## src/rtl/gis_pkg.sv

```systemverilog
// constants for the gpio interrupt status, function select and drive block
// assumes an apb slave with 32-bit data and byte addresses
`default_nettype none
package gis_pkg;
    localparam int unsigned GIS_PINS = 8;
    localparam logic [11:0] GIS_OFS_MSK_STAT = 12'h418;
    localparam logic [11:0] GIS_OFS_ICR = 12'h41c;
    localparam logic [11:0] GIS_OFS_FSEL = 12'h420;
    localparam logic [11:0] GIS_OFS_DRV_LOW = 12'h500;
    localparam logic [11:0] GIS_OFS_DRV_MID = 12'h504;
    localparam logic [11:0] GIS_OFS_DRV_HIGH = 12'h508;
    // registers for fields the block needs but that carry no printed offset
    localparam logic [11:0] GIS_OFS_RIS = 12'h414;
    localparam logic [11:0] GIS_OFS_MASK = 12'h410;
    localparam logic [11:0] GIS_OFS_SENSE = 12'h404;
    localparam logic [11:0] GIS_OFS_BOTH = 12'h408;
    localparam logic [11:0] GIS_OFS_EVENT = 12'h40c;
    localparam logic [11:0] GIS_OFS_DIR = 12'h400;
    localparam logic [7:0] GIS_RST_ZERO = 8'h00;
    localparam logic [7:0] GIS_RST_DRV_LOW = 8'hff;
    localparam logic [7:0] GIS_RST_FSEL_B = 8'h80;
    localparam logic [7:0] GIS_RST_FSEL_C = 8'h0f;
    localparam logic [1:0] GIS_PORT_PLAIN = 2'h0;
    localparam logic [1:0] GIS_PORT_B = 2'h1;
    localparam logic [1:0] GIS_PORT_C = 2'h2;
endpackage
`default_nettype wire

```

## src/rtl/gis_irq_detect.sv

```systemverilog
// per-pin trigger detection with latched edge status and clear
// assumes pins are already synchronised to clock_in
`default_nettype none
module gis_irq_detect (
    input wire logic clock_in,
    input wire logic rst_n_in,
    input wire logic enable_in,
    input wire logic [7:0] pins_in,
    input wire logic [7:0] sense_in,
    input wire logic [7:0] both_in,
    input wire logic [7:0] event_in,
    input wire logic [7:0] clear_in,
    output logic [7:0] raw_out
);
    typedef struct packed {
        logic [7:0] prev;
        logic [7:0] edge_seen;
    } gis_det_s;
    gis_det_s st_ff;
    gis_det_s nxt_st;
    logic [7:0] hit;
    genvar g;
    generate
        for (g = 0; g < 8; g++) begin : g_pin
            // level pins follow the pin directly; edge pins latch
            assign hit[g] = both_in[g] ? (pins_in[g] ^ st_ff.prev[g]) :
                (event_in[g] ? (pins_in[g] & ~st_ff.prev[g]) :
                (~pins_in[g] & st_ff.prev[g]));
            assign raw_out[g] = sense_in[g] ? (pins_in[g] == event_in[g]) :
                st_ff.edge_seen[g];
        end
    endgenerate
    always_comb begin
        nxt_st = st_ff;
        nxt_st.prev = pins_in;
        // new edge wins over a clear in the same cycle
        nxt_st.edge_seen = (st_ff.edge_seen & ~clear_in) | (hit & ~sense_in);
    end
    always_ff @(posedge clock_in or negedge rst_n_in) begin
        if (!rst_n_in) begin
            st_ff <= '0;
        end else if (enable_in) begin
            st_ff <= nxt_st;
        end
    end
    AST_CLEAR_DROPS: assert property (@(posedge clock_in)
        disable iff (!rst_n_in)
        enable_in && |clear_in
        |=> (st_ff.edge_seen & $past(clear_in) & ~$past(hit)) == 8'h00)
        else $error("edge status survived a clear");
endmodule
`default_nettype wire

```

## src/rtl/gis_drive_sel.sv

```systemverilog
// three exclusive drive strength selects with delayed cross clearing
// assumes write strobes are one cycle and qualified by the apb access phase
`default_nettype none
module gis_drive_sel (
    input wire logic clock_in,
    input wire logic rst_n_in,
    input wire logic enable_in,
    input wire logic [2:0] wr_in,
    input wire logic [7:0] wdata_in,
    output logic [7:0] low_drive_bits_out,
    output logic [7:0] mid_drive_bits_out,
    output logic [7:0] high_drive_bits_out
);
    typedef struct packed {
        logic [2:0][7:0] drv;
        logic [2:0][7:0] pend;
    } gis_drv_s;
    gis_drv_s st_ff;
    gis_drv_s nxt_st;
    always_comb begin
        nxt_st = st_ff;
        nxt_st.pend = '0;
        for (int i = 0; i < 3; i++) begin
            // clearing is staged one cycle so it lands on the second edge
            nxt_st.drv[i] = st_ff.drv[i] & ~st_ff.pend[i];
            if (wr_in[i]) begin
                nxt_st.drv[i] = wdata_in;
            end
            for (int j = 0; j < 3; j++) begin
                if (wr_in[j] && j != i) begin
                    nxt_st.pend[i] = nxt_st.pend[i] | wdata_in;
                end
            end
        end
    end
    always_ff @(posedge clock_in or negedge rst_n_in) begin
        if (!rst_n_in) begin
            st_ff.drv[0] <= gis_pkg::GIS_RST_DRV_LOW;
            st_ff.drv[1] <= gis_pkg::GIS_RST_ZERO;
            st_ff.drv[2] <= gis_pkg::GIS_RST_ZERO;
            st_ff.pend <= '0;
        end else if (enable_in) begin
            st_ff <= nxt_st;
        end
    end
    assign low_drive_bits_out = st_ff.drv[0];
    assign mid_drive_bits_out = st_ff.drv[1];
    assign high_drive_bits_out = st_ff.drv[2];
    AST_MID_CLEARS_LOW: assert property (@(posedge clock_in)
        disable iff (!rst_n_in)
        enable_in && wr_in == 3'h2 && wdata_in[0] ##1 enable_in && wr_in == 3'h0
        |=> !st_ff.drv[0][0])
        else $error("low drive not cleared two cycles after mid write");
    AST_HIGH_CLEARS_MID: assert property (@(posedge clock_in)
        disable iff (!rst_n_in)
        enable_in && wr_in == 3'h4 && wdata_in[1] ##1 enable_in && wr_in == 3'h0
        |=> !st_ff.drv[1][1] && !st_ff.drv[0][1])
        else $error("mid or low drive not cleared after high write");
    AST_LOW_CLEARS_HIGH: assert property (@(posedge clock_in)
        disable iff (!rst_n_in)
        enable_in && wr_in == 3'h1 && wdata_in[2] ##1 enable_in && wr_in == 3'h0
        |=> !st_ff.drv[2][2] && !st_ff.drv[1][2])
        else $error("high or mid drive not cleared after low write");
    AST_CLEAR_NOT_EARLY: assert property (@(posedge clock_in)
        disable iff (!rst_n_in)
        enable_in && wr_in == 3'h2 && wdata_in[3] && st_ff.drv[0][3] && !st_ff.pend[0][3]
        |=> st_ff.drv[0][3])
        else $error("cross clear visible one cycle early");
endmodule
`default_nettype wire

```

## src/rtl/gis_top.sv

```systemverilog
// gpio port slice: interrupt status and clear, function select, drive select
// assumes an apb master on clock_in; pins arrive asynchronously
// Summary of operation
// - masked status bit is raw status and mask bit together, zero after reset.
// - writing one to a clear bit drops that pin's latched edge; zero leaves it alone.
// - a function select bit of one gives the pin to its hardware function.
// - function select resets to zero, or 0x80 on port b, or 0x0f on port c.
// - any reset returns direction and function select to their defaults.
// - setting a low drive bit clears that pin's mid and high drive bits.
// - setting a mid drive bit clears that pin's low and high drive bits.
// - setting a high drive bit clears that pin's low and mid drive bits.
// - the cross clearing of drive bits shows on the second cycle after the write.
// - after reset all pins use low drive, fields 0xff, 0x00 and 0x00.
// - a set mask bit lets the pin drive its own and the combined interrupt.
// - raw status shows a met trigger before masking and resets to zero.
`default_nettype none
module gis_top #(
    parameter logic [1:0] PORT_KIND = gis_pkg::GIS_PORT_PLAIN
) (
    input wire logic clock_in,
    input wire logic rst_n_in,
    input wire logic clk_en_in,
    input wire logic psel_in,
    input wire logic penable_in,
    input wire logic pwrite_in,
    input wire logic [11:0] paddr_in,
    input wire logic [31:0] pwdata_in,
    output logic [31:0] prdata_out,
    output logic pready_out,
    output logic pslverr_out,
    input wire logic [7:0] pins_in,
    input wire logic [7:0] sw_out_data_in,
    input wire logic [7:0] hw_out_data_in,
    input wire logic [7:0] hw_out_en_in,
    output logic [7:0] pin_data_out,
    output logic [7:0] pin_oe_n_out,
    output logic [7:0] function_select_out,
    output logic [7:0] pin_direction_out,
    output logic [7:0] low_drive_bits_out,
    output logic [7:0] mid_drive_bits_out,
    output logic [7:0] high_drive_bits_out,
    output logic [7:0] pin_irq_out,
    output logic combined_port_irq_out
);
    typedef struct packed {
        logic [7:0] sync1;
        logic [7:0] sync2;
        logic [7:0] fsel;
        logic [7:0] dir;
        logic [7:0] mask;
        logic [7:0] sense;
        logic [7:0] both;
        logic [7:0] evt;
        logic [7:0] pdata;
    } gis_top_s;

    // debug pins come back on every reset, so only the instance kind matters
    localparam logic [7:0] FSEL_RST = (PORT_KIND == gis_pkg::GIS_PORT_B) ?
        gis_pkg::GIS_RST_FSEL_B : (PORT_KIND == gis_pkg::GIS_PORT_C) ?
        gis_pkg::GIS_RST_FSEL_C : gis_pkg::GIS_RST_ZERO;

    gis_top_s st_ff;
    gis_top_s nxt_st;
    logic wr_en;
    logic rd_en;
    logic [7:0] raw_irq_status;
    logic [7:0] masked_status_field;
    logic [7:0] clear_field;
    logic [2:0] drv_wr;
    logic [7:0] rd_byte;
    logic hit;

    assign wr_en = psel_in & penable_in & pwrite_in & clk_en_in;
    assign rd_en = psel_in & ~pwrite_in;
    // no wait states; freezing the clock enable also holds off completion
    assign pready_out = clk_en_in;
    assign pslverr_out = 1'b0;

    assign clear_field = (wr_en && paddr_in == gis_pkg::GIS_OFS_ICR) ?
        pwdata_in[7:0] : 8'h00;
    assign drv_wr[0] = wr_en && paddr_in == gis_pkg::GIS_OFS_DRV_LOW;
    assign drv_wr[1] = wr_en && paddr_in == gis_pkg::GIS_OFS_DRV_MID;
    assign drv_wr[2] = wr_en && paddr_in == gis_pkg::GIS_OFS_DRV_HIGH;

    gis_irq_detect u_detect (
        .clock_in(clock_in),
        .rst_n_in(rst_n_in),
        .enable_in(clk_en_in),
        .pins_in(st_ff.sync2),
        .sense_in(st_ff.sense),
        .both_in(st_ff.both),
        .event_in(st_ff.evt),
        .clear_in(clear_field),
        .raw_out(raw_irq_status)
    );

    gis_drive_sel u_drive (
        .clock_in(clock_in),
        .rst_n_in(rst_n_in),
        .enable_in(clk_en_in),
        .wr_in(drv_wr),
        .wdata_in(pwdata_in[7:0]),
        .low_drive_bits_out(low_drive_bits_out),
        .mid_drive_bits_out(mid_drive_bits_out),
        .high_drive_bits_out(high_drive_bits_out)
    );

    assign masked_status_field = raw_irq_status & st_ff.mask;
    assign pin_irq_out = masked_status_field;
    assign combined_port_irq_out = |masked_status_field;

    always_comb begin
        hit = 1'b1;
        unique case (paddr_in)
            gis_pkg::GIS_OFS_MSK_STAT: rd_byte = masked_status_field;
            gis_pkg::GIS_OFS_RIS: rd_byte = raw_irq_status;
            gis_pkg::GIS_OFS_FSEL: rd_byte = st_ff.fsel;
            gis_pkg::GIS_OFS_DRV_LOW: rd_byte = low_drive_bits_out;
            gis_pkg::GIS_OFS_DRV_MID: rd_byte = mid_drive_bits_out;
            gis_pkg::GIS_OFS_DRV_HIGH: rd_byte = high_drive_bits_out;
            gis_pkg::GIS_OFS_MASK: rd_byte = st_ff.mask;
            gis_pkg::GIS_OFS_SENSE: rd_byte = st_ff.sense;
            gis_pkg::GIS_OFS_BOTH: rd_byte = st_ff.both;
            gis_pkg::GIS_OFS_EVENT: rd_byte = st_ff.evt;
            gis_pkg::GIS_OFS_DIR: rd_byte = st_ff.dir;
            default: begin
                rd_byte = 8'h00;
                hit = 1'b0;
            end
        endcase
    end

    always_comb begin
        nxt_st = st_ff;
        nxt_st.sync1 = pins_in;
        nxt_st.sync2 = st_ff.sync1;
        if (wr_en) begin
            unique case (paddr_in)
                gis_pkg::GIS_OFS_FSEL: nxt_st.fsel = pwdata_in[7:0];
                gis_pkg::GIS_OFS_MASK: nxt_st.mask = pwdata_in[7:0];
                gis_pkg::GIS_OFS_SENSE: nxt_st.sense = pwdata_in[7:0];
                gis_pkg::GIS_OFS_BOTH: nxt_st.both = pwdata_in[7:0];
                gis_pkg::GIS_OFS_EVENT: nxt_st.evt = pwdata_in[7:0];
                gis_pkg::GIS_OFS_DIR: nxt_st.dir = pwdata_in[7:0];
                default: nxt_st = nxt_st;
            endcase
        end
        // read data is registered during setup so prdata comes from a flop
        nxt_st.pdata = (rd_en && !penable_in) ? (hit ? rd_byte : 8'h00) : st_ff.pdata;
    end

    always_ff @(posedge clock_in or negedge rst_n_in) begin
        if (!rst_n_in) begin
            st_ff <= '0;
            st_ff.fsel <= FSEL_RST;
            st_ff.dir <= gis_pkg::GIS_RST_ZERO;
        end else if (clk_en_in) begin
            st_ff <= nxt_st;
        end
    end

    assign prdata_out = {24'h000000, st_ff.pdata};
    assign function_select_out = st_ff.fsel;
    assign pin_direction_out = st_ff.dir;
    // hardware owns the pin where selected; debug pins start that way
    generate
        for (genvar g = 0; g < 8; g++) begin : g_mux
            assign pin_data_out[g] = st_ff.fsel[g] ? hw_out_data_in[g] :
                sw_out_data_in[g];
            assign pin_oe_n_out[g] = st_ff.fsel[g] ? ~hw_out_en_in[g] :
                ~st_ff.dir[g];
        end
    endgenerate

    AST_MSK_IS_RAW_AND_MASK: assert property (@(posedge clock_in)
        disable iff (!rst_n_in)
        combined_port_irq_out == |(raw_irq_status & st_ff.mask))
        else $error("masked status disagrees with raw and mask");
    AST_MSK_READ: assert property (@(posedge clock_in)
        disable iff (!rst_n_in)
        clk_en_in && psel_in && !penable_in && !pwrite_in
        && paddr_in == gis_pkg::GIS_OFS_MSK_STAT
        |=> prdata_out[7:0] == ($past(raw_irq_status) & $past(st_ff.mask)))
        else $error("masked status read back wrong");
    AST_FSEL_WRITE: assert property (@(posedge clock_in)
        disable iff (!rst_n_in)
        wr_en && paddr_in == gis_pkg::GIS_OFS_FSEL
        |=> function_select_out == $past(pwdata_in[7:0]))
        else $error("function select not written");
    AST_FSEL_HW_PIN: assert property (@(posedge clock_in)
        disable iff (!rst_n_in)
        st_ff.fsel[0] |-> pin_data_out[0] == hw_out_data_in[0])
        else $error("selected pin not given to hardware");
    AST_IRQ_MASKED_OFF: assert property (@(posedge clock_in)
        disable iff (!rst_n_in)
        st_ff.mask == 8'h00 |-> !combined_port_irq_out && pin_irq_out == 8'h00)
        else $error("interrupt raised while fully masked");
    AST_RST_DEFAULTS: assert property (@(posedge clock_in)
        $rose(rst_n_in) |-> function_select_out == FSEL_RST
        && pin_direction_out == 8'h00 && low_drive_bits_out == 8'hff)
        else $error("defaults wrong after reset");
endmodule
`default_nettype wire

```

## config.mk

```make
export PLATFORM = sky130hd
export DESIGN_NAME = gis_top
export DESIGN_NICKNAME = d
export VERILOG_FILES = /design/src/rtl/gis_pkg.sv /design/src/rtl/gis_irq_detect.sv /design/src/rtl/gis_drive_sel.sv /design/src/rtl/gis_top.sv
export SDC_FILE = /design/constraint.sdc
export NUM_CORES = 1
export LEC_CHECK = 0
export BUFFER_PORTS_ARGS = -buffer_cell sky130_fd_sc_hd__buf_4
export CAP_MARGIN = 20
export CORE_MARGIN = 4
export CORE_UTILIZATION = 30
export CTS_BUF_LIST = sky130_fd_sc_hd__clkbuf_4
export DETAILED_ROUTE_END_ITERATION = 16
export MAX_ROUTING_LAYER = met4
export PLACE_DENSITY = 0.46
export RECOVER_POWER = 50
export SYNTH_ARGS = -nofsm -noshare
export SYNTH_HDL_FRONTEND = slang
export SYNTH_SLANG_ARGS = --single-unit
```

## constraint.sdc

```tcl
create_clock -name clock_in -period 4.1 [get_ports clock_in]
set_input_delay 0 -clock clock_in [delete_from_list [all_inputs] [get_ports clock_in]]
set_output_delay 0 -clock clock_in [all_outputs]
set_load 0.02 [all_outputs]
```

==> flow_metrics.py, run 1 <==
metrics = {
    "global_route": {
        "grt_pass1_wl_mm": 35.6,
        "grt_pass1_vias": 5930,
        "antenna_found_initial": 1,
        "grtUsageTotal_pct": 16.7,
        "grt_max_degree": 109,
        "overflow": 0,
    },
    "clock_network": {
        "cts_tree": "done",
        "clk_pin_slew_worst_paths_ns": 0.12,
        "cts_num_sinks": 136,
        "cts_buffers": 17,
        "clock_latency_ns": 0.55,
        "cts_buffer_depth": 2,
        "cts_max_level": 4,
        "cts_setup_buffers": 0,
        "cts_root_buffer": "clkbuf_4",
    },
    "run": {
        "maxCapViolations": 1,
    },
    "route": {
        "antenna_left": 0,
        "routedWlPerCell_um": 20.7,
        "num_vias": 5793,
        "dr.pass1.iters": 5,
        "wirelength_mm": 23.4,
        "drt_iter0_drc": 440,
        "vias_per_cell": 5.12,
        "drc": 0,
    },
    "critical_path": {
        "start_kind": "primary input",
        "cp.arrival_ns": 3.32,
        "end_kind": "async pin",
        "worst-path-stages": 5,
        "critPathMostFrequentCell": "dlygate4sd3_1",
        "reg2reg_slack_ns": 2.06,
        "path_class": "primary input to async pin",
        "rr_startpoint": "pin_direction_out[1]",
        "crit_buf_inv": 5,
        "max_stage_delay_ns": 1.30,
        "reg2reg_depth": 5,
        "worst_ep_required_time_ns": 4.80,
        "crit_path_max_fanout": 79,
        "crit_family": "buffers and inverters",
        "r2r_end": "prdata_out[1]",
        "cp_slowest_cell": "clkbuf_1",
        "critical_path.cell_chain": "dlygate4sd3_1 -> dlygate4sd3_1 -> clkbuf_1 -> buf_16 -> buf_4",
    },
    "synth": {
        "yosys_most_used_dff": "dfrtp_1",
        "yosysWarnings": 0,
        "synth_async_sr_flop_share_pct": 100,
        "postSynthAreaPerCell_um2": 11.3,
        "synth_edf_count": 0,
        "netlist_area_mm2": 0.00785,
        "syn_inst": 693,
        "ys_seq_area_share_pct": 43.5,
        "synth_cell_types": 67,
        "ys_ff_latch": 136,
    },
    "layout": {
        "fin_nets": 885,
        "design_area_mm2": 0.00908,
        "area_delta_synth_final_pct": 15.8,
        "mostFrequentLayoutCells": "dfrtp_1 (128), buf_4 (97), a22o_1 (47), nand2_1 (42)",
        "layout-drive-gt1-share_pct": 28.6,
        "final_common_cell": "dfrtp_1",
    },
    "floorplanning": {
        "row_count": 58,
        "die_y_um": 170,
        "start_util_pct": 30.8,
        "dieWidth_um": 170,
        "ios": 181,
        "core_mm2": 0.0255,
        "die_area_mm2": 0.0288,
    },
    "placed_design": {
        "dp_hpwl_mm": 16.7,
        "gp_congestion": 0.873,
        "place_area_mm2": 0.00863,
        "portBuffers": 131,
    },
    "run_status": {
        "violations": "max-capacitance violations, max-slew violations",
        "outcome": "finished with violations",
    },
    "hold_path": {
        "hold_depth": 5,
        "hold_start": "paddr_in[4]",
        "hp-class": "primary input to register",
        "holdPathEnd": "prdata_out[0]",
    },
    "sta": {
        "hold_viol_final": 0,
        "tightest_slew_ns": 1.83,
        "fin_crit_ns": 2.62,
        "holdWs_ns": 0.0784,
        "final-max-slew-violation-count": 30,
        "fin_skew_ns": 0.0142,
        "min_period_over_period_pct": 63.9,
        "tns_ns": 0,
        "maxSlewHeadroom_pct": -22.0,
        "rsz0062_at_grt": "false",
        "max_freq_ghz": 0.382,
        "finalSetupViolCount": 0,
    },
    "pwr": {
        "pwr_density_cell_mw_per_mm2": 293,
        "power_leakage_nw": 4.04,
        "ir_worst_vdd_mv": 0.122,
    },
}
==> state kept, by name, indices dropped and copies added (netlist names) <==
register	flops
u_drive.high_drive_bits_out	8
u_drive.st_ff	24
prdata_out	8
st_ff	48
u_detect.st_ff	16
u_drive.mid_drive_bits_out	8
function_select_out	8
u_drive.low_drive_bits_out	8
pin_direction_out	8
==> layer usage <==
| layer | part of all wire, % | vias up | routed length (um) | track usage (%) |
|---|---|---|---|---|
| met5 | 0 | - | 0 | - |
| met4 | 1.1 | 0 | 252 | 4.03 |
| met3 | 4.6 | 20 | 1090 | 3.14 |
| met2 | 49 | 176 | 11600 | 27.1 |
| met1 | 45 | 2977 | 10500 | 21.8 |
| li1 | - | 2620 | - | - |
==> synth_stat cells (all sizes together) (3+ instances only) <==
master,instances,area [um^2]
a21o,8,60.1
nor4,6,67.6
a32oi,3,26.3
a22o,47,412
clkbuf,20,75.1
nor2,6,25.0
and3,6,47.5
xnor2,8,70.1
nand3,6,30.0
inv,20,75.1
and2,3,18.8
a31oi,3,18.8
mux2,74,953
nand2,48,250
buf,95,699
a22oi,6,45.0
a211oi,12,90.1
mux2i,20,200
o21ai,44,220
nand4,10,68.8
nor3,10,50.1
o2bb2ai,8,70.1
dfrtp,128,3200
nor4b,5,95.1
ha,16,200
nor2b,20,125
a2111oi,9,78.8
and4,3,26.3
nand3b,3,22.5
dfstp,8,210
a21oi,11,55.1
==> cells by family (layout without fill, tap and decap cells) <==
kind of cell    count (synthesis)  in the layout  share of synthesized area (%)
buf+inv                       135            218                           10.8
fa+ha+maj                      16             16                           2.55
simple gates                  134            134                           11.4
xor+xnor                        9              9                           1.00
compound gates                166            166                           15.3
mux                            96             96                           15.3
other cells                     1             26                         0.0478
flops                         136            136                           43.5
==> cell type report <==
type,instances,area (um^2)
Clock inverter,13,155
Multi-Input combinational cell,446,3670
Tap cell,330,413
Antenna cell,1,2.50
Inverter,20,75.1
Clock buffer,19,143
Timing Repair Buffer,166,1210
Sequential cell,136,3410
Fill cell,2574,16400
==> report_power, final <==
group | internal, W | switching (W) | leakage, nW
registers | 0.00137 | 0.0000225 | 1.78
logic | 0.000127 | 0.000192 | 2.10
clock network | 0.000432 | 0.000521 | 0.152
total | 0.00193 | 0.000736 | 4.04
==> metrics by stage <==
stage | worst slack, ns | std cells | total power [W] | utilization (%)
6_report | 1.48 | 1131 | 0.00267 | 35.7
5_1_grt | 1.04 | 1131 | 0.00280 | 35.7
4_1_cts | 1.66 | 1128 | 0.00271 | 36.1
3_5_place_dp | 1.80 | 1069 | 0.00172 | 33.9
3_3_place_gp | 1.82 | 1068 | 0.00171 | 33.8
2_1_floorplan | 2.52 | 717 | 0.00159 | -
==> worst reg2reg max path: cells and delay by family, from the launching register on <==
family           cells  cell delay (ns)
multiplexers         1             0.51
AND/OR/NAND/NOR      1             0.12
flip-flops           1             0.49
AO/OA/AOI/OAI        3             0.82
==> repair_timing <==
item | in CTS | in global routing
hold buffers | 27 | 1
hold endpoints to repair | 218 | 29
resized for setup | 0 | 0
==> how the worst max path moves through the flow <==
| stage | from | slack, ns | to |
|---|---|---|---|
| floorplan | st_ff[25] | 2.52 | prdata_out[1] |
| global placement | paddr_in[4] | 1.82 | u_drive.st_ff[17] |
| detailed placement | paddr_in[4] | 1.80 | u_drive.st_ff[18] |
| CTS | st_ff[9] | 1.66 | combined_port_irq_out |
| global route | rst_n_in | 1.04 | st_ff[18] |
| finish | rst_n_in | 1.48 | st_ff[18] |
(Power assumes the default switching activity.)
==> inputs of run 2 (changes only) <==
PLACE_DENSITY = 0.47   (was 0.46)
clock period = 2.2 ns   (was 4.1 ns; I/O delays follow)
==> run 2 against run 1 <==
  * The run now ends clean
  * Clock power increased by 95%
  * Final area increased by 3.6%
  * Highest routed layer unchanged
  * Non-clock buffer count increased by 28
==> flow_metrics.py, run 2 (same netlist as run 1, synthesis figures left out) <==
metrics = {
    "clock_network": {
        "cts_num_sinks": 136,
        "clk_pin_slew_worst_paths_ns": 0.12,
        "cts_tree": "done",
        "cts_buffer_depth": 2,
        "cts_root_buffer": "clkbuf_4",
        "cts_max_level": 4,
        "cts_buffers": 17,
        "clock_latency_ns": 0.55,
    },
    "critical_path": {
        "path_class": "register to output pin",
        "r2r_end": "prdata_out[1]",
        "end_kind": "output pin",
        "crit_path_end": "combined_port_irq_out",
        "worst_ep_required_time_ns": 2.20,
        "critical_path.cell_chain": "xnor2_1 -> mux2i_2 -> nor2b_2 -> nor4_1 -> nand2_1 -> buf_4",
        "max_stage_delay_ns": 0.46,
        "reg2reg_depth": 5,
        "rr_startpoint": "st_ff[25]",
        "crit_path_max_fanout": 5,
        "reg2reg_slack_ns": 0.30,
        "start_kind": "register",
        "cp.arrival_ns": 2.11,
        "cp_slowest_cell": "dfrtp_1",
        "cp-startpoint": "st_ff[10]",
    },
    "global_route": {
        "overflow": 0,
        "grt_pass1_vias": 5904,
        "grt_max_degree": 74,
        "grt_pass1_wl_mm": 36.6,
        "antenna_found_initial": 1,
        "grtUsageTotal_pct": 17.3,
    },
    "sta": {
        "fin_crit_ns": 2.11,
        "fin_ws_ns": 0.0859,
        "fin_skew_ns": 0.0152,
        "maxSlewHeadroom_pct": 31.1,
        "hold_viol_final": 0,
        "final-max-slew-violation-count": 0,
        "min_period_over_period_pct": 96.1,
        "finalSetupViolCount": 0,
        "max_freq_ghz": 0.473,
        "tightest_slew_ns": 1.03,
    },
    "pwr": {
        "p_seq_share_pct": 51.2,
        "combPwrFrac_pct": 12.1,
        "power_w": 0.00507,
        "p_sw_w": 0.00146,
        "p_sw_share_pct": 28.8,
        "pwr_density_cell_mw_per_mm2": 539,
        "ir_worst_vdd_mv": 0.311,
        "p_clk_share_pct": 36.7,
        "power_leakage_nw": 4.30,
        "p_int_w": 0.00361,
    },
    "route": {
        "drc": 0,
        "wl_met3_mm": 1.19,
        "routedWlPerCell_um": 20.9,
        "dr_wl_met2_mm": 11.8,
        "wirelength_mm": 24.2,
        "dr.pass1.iters": 4,
        "vias_per_cell": 4.97,
        "met1Wirelength_mm": 11.0,
        "highest_layer": "met4",
        "antenna_left": 0,
        "num_vias": 5769,
        "drt_iter0_drc": 323,
    },
    "floorplanning": {
        "core_mm2": 0.0255,
        "die_area_mm2": 0.0288,
        "row_count": 58,
        "dieWidth_um": 170,
        "ios": 181,
        "die_y_um": 170,
        "start_util_pct": 30.8,
    },
    "layout": {
        "stdcell_count": 1160,
        "regMostFlops": "st_ff",
        "mostFrequentLayoutCells": "buf_4 (150), dfrtp_1 (127), a22o_1 (47), nand2_1 (42)",
        "multi_input_comb_area_mm2": 0.00372,
        "area_delta_synth_final_pct": 20.0,
        "reg.largest.list": "st_ff: 48 flops, u_drive.st_ff: 24 flops, u_detect.st_ff: 16 flops",
        "seq_area_mm2": 0.00341,
        "fillCellCount": 2550,
        "layout-drive-gt1-share_pct": 36.1,
        "final_common_cell": "buf_4",
        "fin_nets": 913,
        "largest_reg_flops": 48,
    },
    "placed_design": {
        "gp_congestion": 0.854,
        "dp_hpwl_mm": 17.5,
        "placed_cells": 1089,
        "portBuffers": 131,
        "dpl_worst_slack_ns": 0.392,
    },
    "run_status": {
        "outcome": "complete, no violations",
    },
    "run": {
        "maxCapViolations": 0,
    },
    "hold_path": {
        "hp-class": "primary input to async pin",
    },
}
-- run 2: changes by cell type in the layout (fill, tap and decap cells not counted), moves of 5 or more --
cell and change:
clkbuf_1 -24, mux2i_1 -5, inv_6 +6, buf_4 +53, mux2i_2 +5
-- run 2: repair_timing --
action,CTS,global route
hold endpoints to repair,234,0
buffers inserted,5,5
gates resized for setup,8,6
pin swaps,1,1
hold buffers,27,0
endpoints found under the setup margin,1,7
-- run 2: stage by stage --
stage                     area (um^2)  utilization, %  hold WS, ns  setup TNS (ns)
after floorplan                  7940               -       -0.296               0
after global placement           8770            34.4       0.0729               0
after detailed placement         8770            34.4       0.0912               0
after CTS                        9420            37.0      0.00907               0
after global routing             9410            36.9       0.0241         -0.0144
final                            9410            36.9       0.0363               0
-- run 2: worst min-delay path by stage --
| stage | end | slack, ns | cells after the start |
|---|---|---|---|
| floorplan | function_select_out[0] | -0.30 | 0 |
| global placement | st_ff[66] | 0.07 | 1 |
| detailed placement | st_ff[66] | 0.09 | 1 |
| CTS | u_drive.high_drive_bits_out[7] | 0.009 | 4 |
| global route | st_ff[39] | 0.02 | 4 |
| finish | st_ff[10] | 0.04 | 2 |
-- run 2: final cells by class --
class / count / share of cell area, %
clock buffers: 17 / 1.36
repair buffers: 194 / 15.6
clock inverters: 15 / 1.99
multi-input cells: 446 / 39.5
flip-flops and latches: 136 / 36.3
diodes: 2 / 0.0532
inverters: 20 / 0.798
well taps: 330 / 4.39
-- run 2: per-layer routing --
| metal | vias to the layer above | global-route usage [%] |
|---|---|---|
| met5 | - | - |
| met1 | 2904 | 22.9 |
| li1 | 2678 | - |
| met2 | 171 | 27.7 |
| met4 | 0 | 4.24 |
| met3 | 16 | 3.17 |
-- run 2: power groups by stage --
stage	combinational (W)	clock, W	sequential (W)
after floorplan	0.000334	0	0.00263
after CTS	0.000623	0.00194	0.00260
after global placement	0.000563	0	0.00264
after global routing	0.000685	0.00204	0.00260
after detailed placement	0.000576	0	0.00264
final	0.000613	0.00186	0.00259
-- run 2: critical path, delay by kind of cell, from the launching register on --
kind / cells / cell delay, ns
and+or+nand+nor: 3 / 0.45
buffers and inverters: 1 / 0.16
DFF: 1 / 0.46
muxes: 1 / 0.33
xor gates and xnor gates: 1 / 0.17
